**src/sid_regs.vh**
```
// constants for the scan instruction decoder
// Notes on behaviour
// - eight-bit opcodes, bit seven gives even parity
// - extest/intest: boundary chain selected, test mode
// - unlisted or unsupported opcodes act as bypass
// - bypass: one-bit register captures zero, normal mode
// - sample: boundary chain captures pins, normal mode
// - high-z: bypass selected, modified test mode
// - clamp: bypass selected, cells drive, test mode
// - run-test: bypass selected, test mode, operation in idle
// - five run-test operations selectable by control register
// - boundary read: chain unchanged, normal or test
// - self-check: cells capture inverse, normal mode
// - toggle outputs: bypass, outputs toggle in idle
// - toggle outputs: inputs held, not captured, test
// - control scan: control register held, normal or test
// - control register 21 bits, kept at capture
// - identification register 32 bits, shifted towards output
// - operation chosen by control register bits two to zero
`ifndef SID_REGS_VH
`define SID_REGS_VH
`define SID_IR_W 8
`define SID_CTL_W 21
`define SID_ID_W 32
`define SID_OP_EXTEST 8'h00
`define SID_OP_IDENT 8'h81
`define SID_OP_SAMPLE 8'h82
`define SID_OP_INTEST 8'h03
`define SID_OP_HIGHZ 8'h06
`define SID_OP_CLAMP 8'h87
`define SID_OP_RUNOP 8'h09
`define SID_OP_READ_BOUNDARY_NORMAL 8'h0A
`define SID_OP_READ_BOUNDARY_TESTMODE 8'h8B
`define SID_OP_CELLCHK 8'h0C
`define SID_OP_TOGGLE 8'h8D
`define SID_OP_CTLN 8'h8E
`define SID_OP_CTLT 8'h0F
// data register select codes
`define SID_DR_BYPASS 2'h0
`define SID_DR_BOUND 2'h1
`define SID_DR_IDENT 2'h2
`define SID_DR_CTL 2'h3
// mode codes
`define SID_MODE_NORMAL 2'h0
`define SID_MODE_TEST 2'h1
`define SID_MODE_MODTEST 2'h2
// capture behaviour of the selected register
`define SID_CAP_ZERO 2'h0
`define SID_CAP_PINS 2'h1
`define SID_CAP_HOLD 2'h2
`define SID_CAP_INVERT 2'h3
// run-test operation codes, bits 2..0
`define SID_RUN_TOGGLE 3'h0
`define SID_RUN_PATTERN 3'h1
`define SID_RUN_SIG 3'h2
`define SID_RUN_SIGPAT 3'h3
`define SID_RUN_SIGCNT 3'h7
`define SID_ID_RESET 32'h00000001
`endif

```
**src/sid_scan_instruction_decoder.v**
```verilog
// instruction decoder with identification and control registers
`timescale 1ns/1ps
`include "sid_regs.vh"
module sid_scan_instruction_decoder #(
   parameter [31:0] ID_VALUE = 32'h12345671 // arbitrary value
) (
   clk_sys,
   rst_n,
   tck,
   tdi,
   tapReset,
   captureIr,
   shiftIr,
   updateIr,
   captureDr,
   shiftDr,
   runIdle,
   bndTdo,
   irShiftOut,
   instr,
   drSelect,
   modeCode,
   captureKind,
   testMode,
   outFloat,
   runActive,
   runOp,
   maskBits,
   toggleStep,
   holdInputs,
   bypassTdo,
   identTdo,
   ctlTdo,
   scanTdo
);
   input wire clk_sys;
   input wire rst_n;
   input wire tck;
   input wire tdi;
   input wire tapReset;
   input wire captureIr;
   input wire shiftIr;
   input wire updateIr;
   input wire captureDr;
   input wire shiftDr;
   input wire runIdle;
   input wire bndTdo;
   output reg irShiftOut;
   output reg [7:0] instr;
   output reg [1:0] drSelect;
   output reg [1:0] modeCode;
   output reg [1:0] captureKind;
   output reg testMode;
   output reg outFloat;
   output reg runActive;
   output reg [2:0] runOp;
   output reg [17:0] maskBits;
   output reg toggleStep;
   output reg holdInputs;
   output reg bypassTdo;
   output reg identTdo;
   output reg ctlTdo;
   output reg scanTdo;

   // decoded fields of one opcode: {dr, mode, capture}
   function [5:0] decode;
      input [7:0] op;
      begin
         case (op)
            `SID_OP_EXTEST,
            `SID_OP_INTEST:
               decode = {`SID_DR_BOUND, `SID_MODE_TEST, `SID_CAP_PINS};
            `SID_OP_IDENT:
               decode = {`SID_DR_IDENT, `SID_MODE_NORMAL, `SID_CAP_PINS};
            `SID_OP_SAMPLE:
               decode = {`SID_DR_BOUND, `SID_MODE_NORMAL, `SID_CAP_PINS};
            `SID_OP_HIGHZ:
               decode = {`SID_DR_BYPASS, `SID_MODE_MODTEST, `SID_CAP_ZERO};
            `SID_OP_CLAMP:
               decode = {`SID_DR_BYPASS, `SID_MODE_TEST, `SID_CAP_ZERO};
            `SID_OP_RUNOP:
               decode = {`SID_DR_BYPASS, `SID_MODE_TEST, `SID_CAP_ZERO};
            `SID_OP_READ_BOUNDARY_NORMAL:
               decode = {`SID_DR_BOUND, `SID_MODE_NORMAL, `SID_CAP_HOLD};
            `SID_OP_READ_BOUNDARY_TESTMODE:
               decode = {`SID_DR_BOUND, `SID_MODE_TEST, `SID_CAP_HOLD};
            `SID_OP_CELLCHK:
               decode = {`SID_DR_BOUND, `SID_MODE_NORMAL, `SID_CAP_INVERT};
            `SID_OP_TOGGLE:
               decode = {`SID_DR_BYPASS, `SID_MODE_TEST, `SID_CAP_ZERO};
            `SID_OP_CTLN:
               decode = {`SID_DR_CTL, `SID_MODE_NORMAL, `SID_CAP_HOLD};
            `SID_OP_CTLT:
               decode = {`SID_DR_CTL, `SID_MODE_TEST, `SID_CAP_HOLD};
            // 84, 05, 88 and everything else fall back to bypass
            default:
               decode = {`SID_DR_BYPASS, `SID_MODE_NORMAL, `SID_CAP_ZERO};
         endcase
      end
   endfunction

   // link signals all come from another clock domain
   wire [9:0] syncOut;
   sid_sync #(.W(10)) u_sync (
      .clk_sys(clk_sys),
      .rst_n(rst_n),
      .din({tck, tdi, tapReset, captureIr, shiftIr, updateIr,
            captureDr, shiftDr, runIdle, bndTdo}),
      .dout(syncOut)
   );
   wire tckS = syncOut[9];
   wire tdiS = syncOut[8];
   wire resetS = syncOut[7];
   wire capIrS = syncOut[6];
   wire shIrS = syncOut[5];
   wire updIrS = syncOut[4];
   wire capDrS = syncOut[3];
   wire shDrS = syncOut[2];
   wire idleS = syncOut[1];
   wire bndS = syncOut[0];

   reg tckDly_ff;
   always @(posedge clk_sys) begin
      if (!rst_n)
         tckDly_ff <= 1'b0;
      else
         tckDly_ff <= tckS;
   end
   wire tckRise = tckS & ~tckDly_ff;
   wire tckFall = ~tckS & tckDly_ff;

   // instruction shift stage; capture loads the standard 01 pattern
   reg [7:0] irShift_ff;
   reg [7:0] instr_ff;
   always @(posedge clk_sys) begin
      if (!rst_n || resetS) begin
         irShift_ff <= `SID_OP_IDENT;
         instr_ff <= `SID_OP_IDENT;
      end else if (tckRise) begin
         if (capIrS)
            irShift_ff <= 8'h01;
         else if (shIrS)
            irShift_ff <= {tdiS, irShift_ff[7:1]};
      end else if (tckFall && updIrS) begin
         // odd-parity codes are not valid and fall to bypass anyway
         instr_ff <= irShift_ff;
      end
   end

   wire [5:0] dec = decode(instr_ff);
   wire [1:0] selDr = dec[5:4];
   wire [1:0] selMode = dec[3:2];

   // bypass bit
   reg bypass_ff;
   always @(posedge clk_sys) begin
      if (!rst_n)
         bypass_ff <= 1'b0;
      else if (tckRise && capDrS && selDr == `SID_DR_BYPASS)
         bypass_ff <= 1'b0;
      else if (tckRise && shDrS && selDr == `SID_DR_BYPASS)
         bypass_ff <= tdiS;
   end

   // identification register
   wire idTdoW;
   sid_shift_reg #(.W(`SID_ID_W)) u_ident (
      .clk_sys(clk_sys),
      .rst_n(rst_n),
      .capture(tckRise && capDrS && selDr == `SID_DR_IDENT),
      .shift(tckRise && shDrS && selDr == `SID_DR_IDENT),
      .capVal(ID_VALUE),
      .tdiBit(tdiS),
      .value(),
      .tdoBit(idTdoW)
   );

   // run-op control register: capture reloads its own value
   reg [`SID_CTL_W-1:0] ctl_ff;
   always @(posedge clk_sys) begin
      if (!rst_n || resetS)
         ctl_ff <= {`SID_CTL_W{1'b0}};
      else if (tckRise && shDrS && selDr == `SID_DR_CTL)
         ctl_ff <= {tdiS, ctl_ff[`SID_CTL_W-1:1]};
   end

   // run-test activity only in idle; relies on prior load of ctl
   wire isRun = (instr_ff == `SID_OP_RUNOP);
   wire isTog = (instr_ff == `SID_OP_TOGGLE);

   always @(posedge clk_sys) begin
      if (!rst_n) begin
         irShiftOut <= 1'b1;
         instr <= `SID_OP_IDENT;
         drSelect <= `SID_DR_IDENT;
         modeCode <= `SID_MODE_NORMAL;
         captureKind <= `SID_CAP_PINS;
         testMode <= 1'b0;
         outFloat <= 1'b0;
         runActive <= 1'b0;
         runOp <= `SID_RUN_TOGGLE;
         maskBits <= 18'h00000;
         toggleStep <= 1'b0;
         holdInputs <= 1'b0;
         bypassTdo <= 1'b0;
         identTdo <= 1'b0;
         ctlTdo <= 1'b0;
         scanTdo <= 1'b0;
      end else begin
         irShiftOut <= irShift_ff[0];
         instr <= instr_ff;
         drSelect <= selDr;
         modeCode <= selMode;
         captureKind <= dec[1:0];
         testMode <= (selMode == `SID_MODE_TEST);
         outFloat <= (selMode == `SID_MODE_MODTEST);
         runActive <= isRun && idleS;
         runOp <= ctl_ff[2:0];
         maskBits <= ctl_ff[20:3];
         // toggle pulse per tck rise in idle; cells invert, then
         // update shadows on the following fall
         toggleStep <= isTog && idleS && tckRise;
         holdInputs <= isTog;
         bypassTdo <= bypass_ff;
         identTdo <= idTdoW;
         ctlTdo <= ctl_ff[0];
         case (selDr)
            `SID_DR_BOUND: scanTdo <= bndS;
            `SID_DR_IDENT: scanTdo <= idTdoW;
            `SID_DR_CTL: scanTdo <= ctl_ff[0];
            default: scanTdo <= bypass_ff;
         endcase
      end
   end
endmodule // sid_scan_instruction_decoder

```
**src/sid_shift_reg.v**
```verilog
// data shift register with capture, shift and parallel value
`timescale 1ns/1ps
module sid_shift_reg #(
   parameter W = 32
) (
   clk_sys,
   rst_n,
   capture,
   shift,
   capVal,
   tdiBit,
   value,
   tdoBit
);
   input wire clk_sys;
   input wire rst_n;
   input wire capture;
   input wire shift;
   input wire [W-1:0] capVal;
   input wire tdiBit;
   output reg [W-1:0] value;
   output wire tdoBit;
   // shifts from the input end at the top bit toward bit 0
   always @(posedge clk_sys) begin
      if (!rst_n)
         value <= {W{1'b0}};
      else if (capture)
         value <= capVal;
      else if (shift)
         value <= {tdiBit, value[W-1:1]};
   end
   assign tdoBit = value[0];
endmodule // sid_shift_reg

```
**src/sid_sync.v**
```verilog
// two-flop synchroniser for link inputs
`timescale 1ns/1ps
module sid_sync #(
   parameter W = 1
) (
   clk_sys,
   rst_n,
   din,
   dout
);
   input wire clk_sys;
   input wire rst_n;
   input wire [W-1:0] din;
   output reg [W-1:0] dout;
   reg [W-1:0] meta_ff;
   always @(posedge clk_sys) begin
      if (!rst_n) begin
         meta_ff <= {W{1'b0}};
         dout <= {W{1'b0}};
      end else begin
         meta_ff <= din;
         dout <= meta_ff;
      end
   end
endmodule // sid_sync

```
**config.mk**
```make
export PLATFORM = sky130hd
export DESIGN_NAME = sid_scan_instruction_decoder
export DESIGN_NICKNAME = d
export VERILOG_FILES = /design/src/sid_scan_instruction_decoder.v /design/src/sid_shift_reg.v /design/src/sid_sync.v
export VERILOG_INCLUDE_DIRS = /design/src
export SDC_FILE = /design/constraint.sdc
export NUM_CORES = 1
export LEC_CHECK = 0
export ABC_CLOCK_PERIOD_IN_PS = 4600
export BUFFER_PORTS_ARGS = -buffer_cell sky130_fd_sc_hd__buf_2
export CAP_MARGIN = 10
export CORE_ASPECT_RATIO = 1.1
export CORE_MARGIN = 1.5
export CORE_UTILIZATION = 62
export DETAILED_ROUTE_END_ITERATION = 10
export PLACE_DENSITY = 0.94
export SLEW_MARGIN = 20
export SYNTH_ARGS = -nofsm -noshare
export SYNTH_HDL_FRONTEND = slang
export SYNTH_HIERARCHICAL = 1
export SYNTH_SLANG_ARGS = --single-unit
export TNS_END_PERCENT = 20
```
**constraint.sdc**
```tcl
create_clock -name clk_sys -period 4.6 [get_ports clk_sys]
set_clock_uncertainty 0.05 [all_clocks]
set_input_delay 0.92 -clock clk_sys [delete_from_list [all_inputs] [get_ports clk_sys]]
set_output_delay 0.92 -clock clk_sys [all_outputs]
set_load 0.02 [all_outputs]
```
### Yosys cells after proc, flatten, opt, wreduce, memory -nomap -nowiden

Index checks and enable logic that the tools add are counted.

| operators by class | value |
|---|---|
| eq/ne operators | 17 |
| multiplexer cells | 6 |
| bitwise logic cells | 6 |
| reductions and logical operators | 23 |

Operator list:

| cell | number |
|---|---|
| case mux 6 bit (10 select lines) | 1 |
| 2-to-1 mux 29 bit | 2 |
| equality test 8 bit (second input constant) | 6 |
| equality test 8 x 4 -> 1 bit (second input constant) | 4 |
| 2-to-1 mux 8 bit | 2 |
| logical AND 1 bit | 11 |
| equality test 8 x 2 -> 1 bit (second input constant) | 1 |
| equality test 8 x 3 -> 1 bit (second input constant) | 1 |
| zero test 8 bit | 1 |
| equality test 2 bit (second input constant) | 3 |
| OR reduction 2 bit | 3 |
| equality test 2 x 1 -> 1 bit (second input constant) | 2 |
| inverter 1 bit | 4 |
| AND reduction 2 bit | 2 |
| nonzero test 2 bit | 2 |
| case mux 1 bit (3 select lines) | 1 |
| OR reduction 3 bit | 1 |
| AND 1 bit | 2 |
| zero test 2 bit | 1 |
| zero test 1 bit | 1 |
| logical OR 1 bit | 1 |

| word-level totals | value |
|---|---|
| register bits | 136 |
| input port bits | 12 |
| output and inout bits | 45 |
| logic and storage cells | 77 |

### Depth between registers and ports, before layout

| logic depth | value |
|---|---|
| depth in word-level cells | 7 |
| gate-level depth with buffers | 8 |
| gate-level depth less buffers | 5 |

### Modules after synthesis

Netlist, hierarchy kept.

Modules (own cells, without submodules):

| module | instances | cells an instance | area an instance (sq um) | seq. area each (sq um) |
|---|---|---|---|---|
| sid_scan_instruction_decoder | 1 | 314 | 2946.6 | 1661.6 |
| sid_shift_reg | 1 | 142 | 1785.5 | 640.6 |
| sid_sync | 1 | 42 | 561.8 | 400.4 |

### Worst setup path before layout

OpenSTA, ideal clock, no wires.

| timing | value |
|---|---|
| kind | flip-flop to flip-flop |
| start point | register instr_ff[4] |
| end point | register u_ident.value[0] |
| setup time | 116 ps |
| arrival time | 1773 ps |
| data required time | 4434 ps |
| setup slack | 2661 ps |
| cell stages (with the launch flop) | 8 |
| path buffers | 2 |
| period minus slack after synthesis | 1939 ps |
| cells stage by stage | dfxtp_1 nor3_2 nand4_1 nor2_1 buf_6 buf_12 mux2_4 o211a_1 |

| on the way | value |
|---|---|
| word-level cells in the longest chain between the ends | 6 |
| elaborated cells on any way between the ends | 21 |
| classes of those cells | eq/ne (13); mux (2); reduce/logical (6) |

RTL lines:

| element | line | text |
|---|---|---|
| from (decl) | sid_scan_instruction_decoder.v:134 | `reg [7:0] instr_ff;` |
| from (signal assigned) | sid_scan_instruction_decoder.v:138 | `` instr_ff <= `SID_OP_IDENT; `` |
| from (signal assigned) | sid_scan_instruction_decoder.v:146 | `instr_ff <= irShift_ff;` |
| equality test 8 x 4 -> 1 bit (tied with other cells) | sid_scan_instruction_decoder.v:69 | `case (op)` |
| OR reduction 3 bit (no source line) / OR reduction 2 bit (equally long branches) | -- |  |
| case mux 6 bit (10 select lines) (*) | sid_scan_instruction_decoder.v:69 |  |
| equality test 2 bit (*) | -- |  |
| logical AND 1 bit (no source line) | -- |  |
| 2-to-1 mux 29 bit / nonzero test 2 bit (equally long branches) | -- |  |
| to (signal assigned) | sid_shift_reg.v:26 | `value <= {W{1'b0}};` |
| to (signal assigned) | sid_shift_reg.v:28 | `value <= capVal;` |
| to (signal assigned) | sid_shift_reg.v:30 | `value <= {tdiBit, value[W-1:1]};` |
| to (decl) | sid_shift_reg.v:21 | `output reg [W-1:0] value;` |

Mark *: on every way between the ends. The rest lies on a longest branch, timed or not.
A chain may end at the register's enable or synchronous reset.

### Worst setup path in the final report

| timing | value |
|---|---|
| start point | register instr_ff[5] |
| end point | register u_ident.value[13] |

| on the way | value |
|---|---|
| word-level cells in the longest chain between the ends | 6 |
| elaborated cells on any way between the ends | 20 |
| classes of those cells | eq/ne (13); mux (1); reduce/logical (6) |

RTL lines:

| element | line |
|---|---|
| equality test 8 x 4 -> 1 bit (tied with other cells) | sid_scan_instruction_decoder.v:69 |
| OR reduction 3 bit (no source line) / OR reduction 2 bit (equally long branches) | -- |
| case mux 6 bit (10 select lines) (*) | sid_scan_instruction_decoder.v:69 |
| equality test 2 bit (*) | -- |
| logical AND 1 bit (no source line) | -- |
| OR reduction 2 bit (no source line) | -- |

Marked as above.

==> impl_metrics.json <==
{
  "status": "finished, final reports clean",
  "period_share_pct": 61.44,
  "syn_area_per_cell_um2": 10.64,
  "reg2regPathDepth": 6,
  "overflow": 0,
  "diodes": 0,
  "core.rowCount": 35,
  "area_delta_synth_final_pct": 18.04,
  "layout.cells.non_filler": 693,
  "antenna_found_initial": 0,
  "wl_per_cell_um": 15.27,
  "die_area_um2": 9090,
  "die_w_um": 91.04,
  "core_um2": 8320,
  "timing.hold.ws_ns": 0.3798,
  "globalplace.congestion": 0.8556,
  "final_cell_mix": "dfxtp_1 (135), buf_2 (56), nand2_1 (53)",
  "totalWireLength_um": 10580,
  "worstHoldPathType": "flip-flop to flip-flop",
  "vias": 3707,
  "syn_area_um2": 5286,
  "multi_input_area_um2": 2452,
  "cts_buffers": 17,
  "rsz0062_at_grt": "no",
  "reg2reg_from": "instr_ff[5]$_SDFFE_PP0P_",
  "whs_endpoint": "u_sync/dout[8]$_SDFF_PN0_",
  "r2r_end": "u_ident/value[13]$_SDFFE_PN0P_",
  "dpl.hpwl_um": 5777,
  "critPathLaunchType": "flip-flop",
  "regArea_um2": 2703,
  "p_leak_nw": 2.973,
  "vias_per_cell": 5.349,
  "dp_slack_ns": 1.661,
  "cp.arrival_ns": 3.19,
  "hold_viol": 0,
  "syn_inst": 497,
  "vdd_drop_max_uv": 257.8,
  "cts_sinks": 135,
  "final_common_cell": "dfxtp_1",
  "clk_pin_slew_ns": 0.06,
  "setup_viol": 0,
  "period_needed_ns": 2.826,
  "tightest_slew_ns": 0.9333,
  "cts_max_path_buffers": 2,
  "relSlewSlack_pct": 37.36,
  "drive_above_1_share_pct": 24.40,
  "first_global_vias": 3573,
  "cts_resized": 0,
  "cts_tree": "done",
  "layout_setup_ws_ns": 1.774,
  "die_h_um": 99.85,
  "fin_tns_setup_ns": 0,
  "nets": 582,
  "worstPathMaxFanout": 17,
  "crit_type": "flip-flop to flip-flop",
  "root_buffer": "clkbuf_8",
  "clk_latency_ns": 0.53,
  "antenna_left": 0,
  "cts_hold_buf": 0,
  "yosysWarnings": 6,
  "grt_pass1_wl_um": 16760,
  "holdPathStages": 1,
  "fill_cells": 501,
  "drt_iter0_drc": 249,
  "initial_utilization_pct": 63.53,
  "power.density_nw_per_um2": 422.4,
  "end_kind": "flip-flop",
  "rrSetupSlack_ns": 1.77,
  "drc": 0,
  "dp.cells": 661,
  "grt.total_usage_pct": 23.85,
  "slew_viol_final": 0,
  "dr.pass1.iters": 5,
  "io_pins": 57,
  "io_buffers": 56,
  "crit_required_ns": 4.96,
  "htree_levels": 4,
  "min_from": "u_sync/meta_ff[8]$_SDFF_PN0_",
  "grt_max_degree": 50,
  "maxCapViolations": 0,
  "fmax_mhz": 353.8,
  "post-cts-setup-buffer-count": 0
}
## sequential cells by signal, summed over array words and instances, names as in the netlist, 2 cells and up
| signal | flops |
|---|---|
| instr | 8 |
| maskBits | 18 |
| runOp | 3 |
| irShift_ff | 8 |
| modeCode | 2 |
| drSelect | 2 |
| u_sync/dout | 10 |
| ctl_ff | 21 |
| u_sync/meta_ff | 10 |
| u_ident/value | 32 |
| instr_ff | 8 |
| captureKind | 2 |
## where the power goes
part	switching (W)	leakage, nW	internal, W	total, W
clock network	0.000507	0.285	0.000885	0.00139
logic	0.0000320	1.60	0.0000224	0.0000545
registers	0.00000688	1.09	0.00118	0.00119
## worst max-delay path, cell delays in order, from the launching register on
cell	delay, ns
dfxtp_1	0.35
nor3_2	0.45
nand4_1	0.39
nor2_4	0.66
buf_16	0.26
mux2_4	0.33
o211a_1	0.22
## cell type report
class | count | area share, %
clock buffers | 18 | 6.697
multi-input cells | 355 | 39.30
inverters | 1 | 0.06016
flip-flops and latches | 135 | 43.31
repair buffers | 60 | 5.294
well taps | 111 | 2.226
clock inverters | 13 | 3.108
## worst max path at each step
| stage | from | to | slack, ns | depth (start not counted) |
|---|---|---|---|---|
| 2_1_floorplan | instr_ff[4]$_SDFFE_PP0P_ | u_ident/value[0]$_SDFFE_PN0P_ | 2.66 | 7 |
| 3_3_place_gp | instr_ff[4]$_SDFFE_PP0P_ | u_ident/value[31]$_SDFFE_PN0P_ | 1.82 | 5 |
| 3_5_place_dp | instr_ff[4]$_SDFFE_PP0P_ | u_ident/value[31]$_SDFFE_PN0P_ | 1.66 | 5 |
| 4_1_cts | instr_ff[5]$_SDFFE_PP0P_ | u_ident/value[29]$_SDFFE_PN0P_ | 1.58 | 5 |
| 5_1_grt | instr_ff[5]$_SDFFE_PP0P_ | u_ident/value[13]$_SDFFE_PN0P_ | 1.58 | 6 |
| 6_report | instr_ff[5]$_SDFFE_PP0P_ | u_ident/value[13]$_SDFFE_PN0P_ | 1.77 | 6 |
## through the flow
| step | power [W] | util [%] | cell area (µm²) |
|---|---|---|---|
| after global placement | 0.001262 | 67.22 | 5593 |
| after CTS | 0.002645 | 74.63 | 6210 |
| after global routing | 0.002706 | 74.99 | 6240 |
| after floorplan | 0.001254 | - | 5399 |
| final | 0.002636 | 74.99 | 6240 |
| after detailed placement | 0.001265 | 67.28 | 5598 |
## per-layer routing
metal	vias up	routed length [µm]	GRT usage, %
met3	23	632	7.348
li1	1791	-	-
met1	1747	4381	26.26
met5	-	0	0
met2	146	5371	41.39
met4	0	197	12.50
No activity file was read; power rests on OpenSTA's default activity.
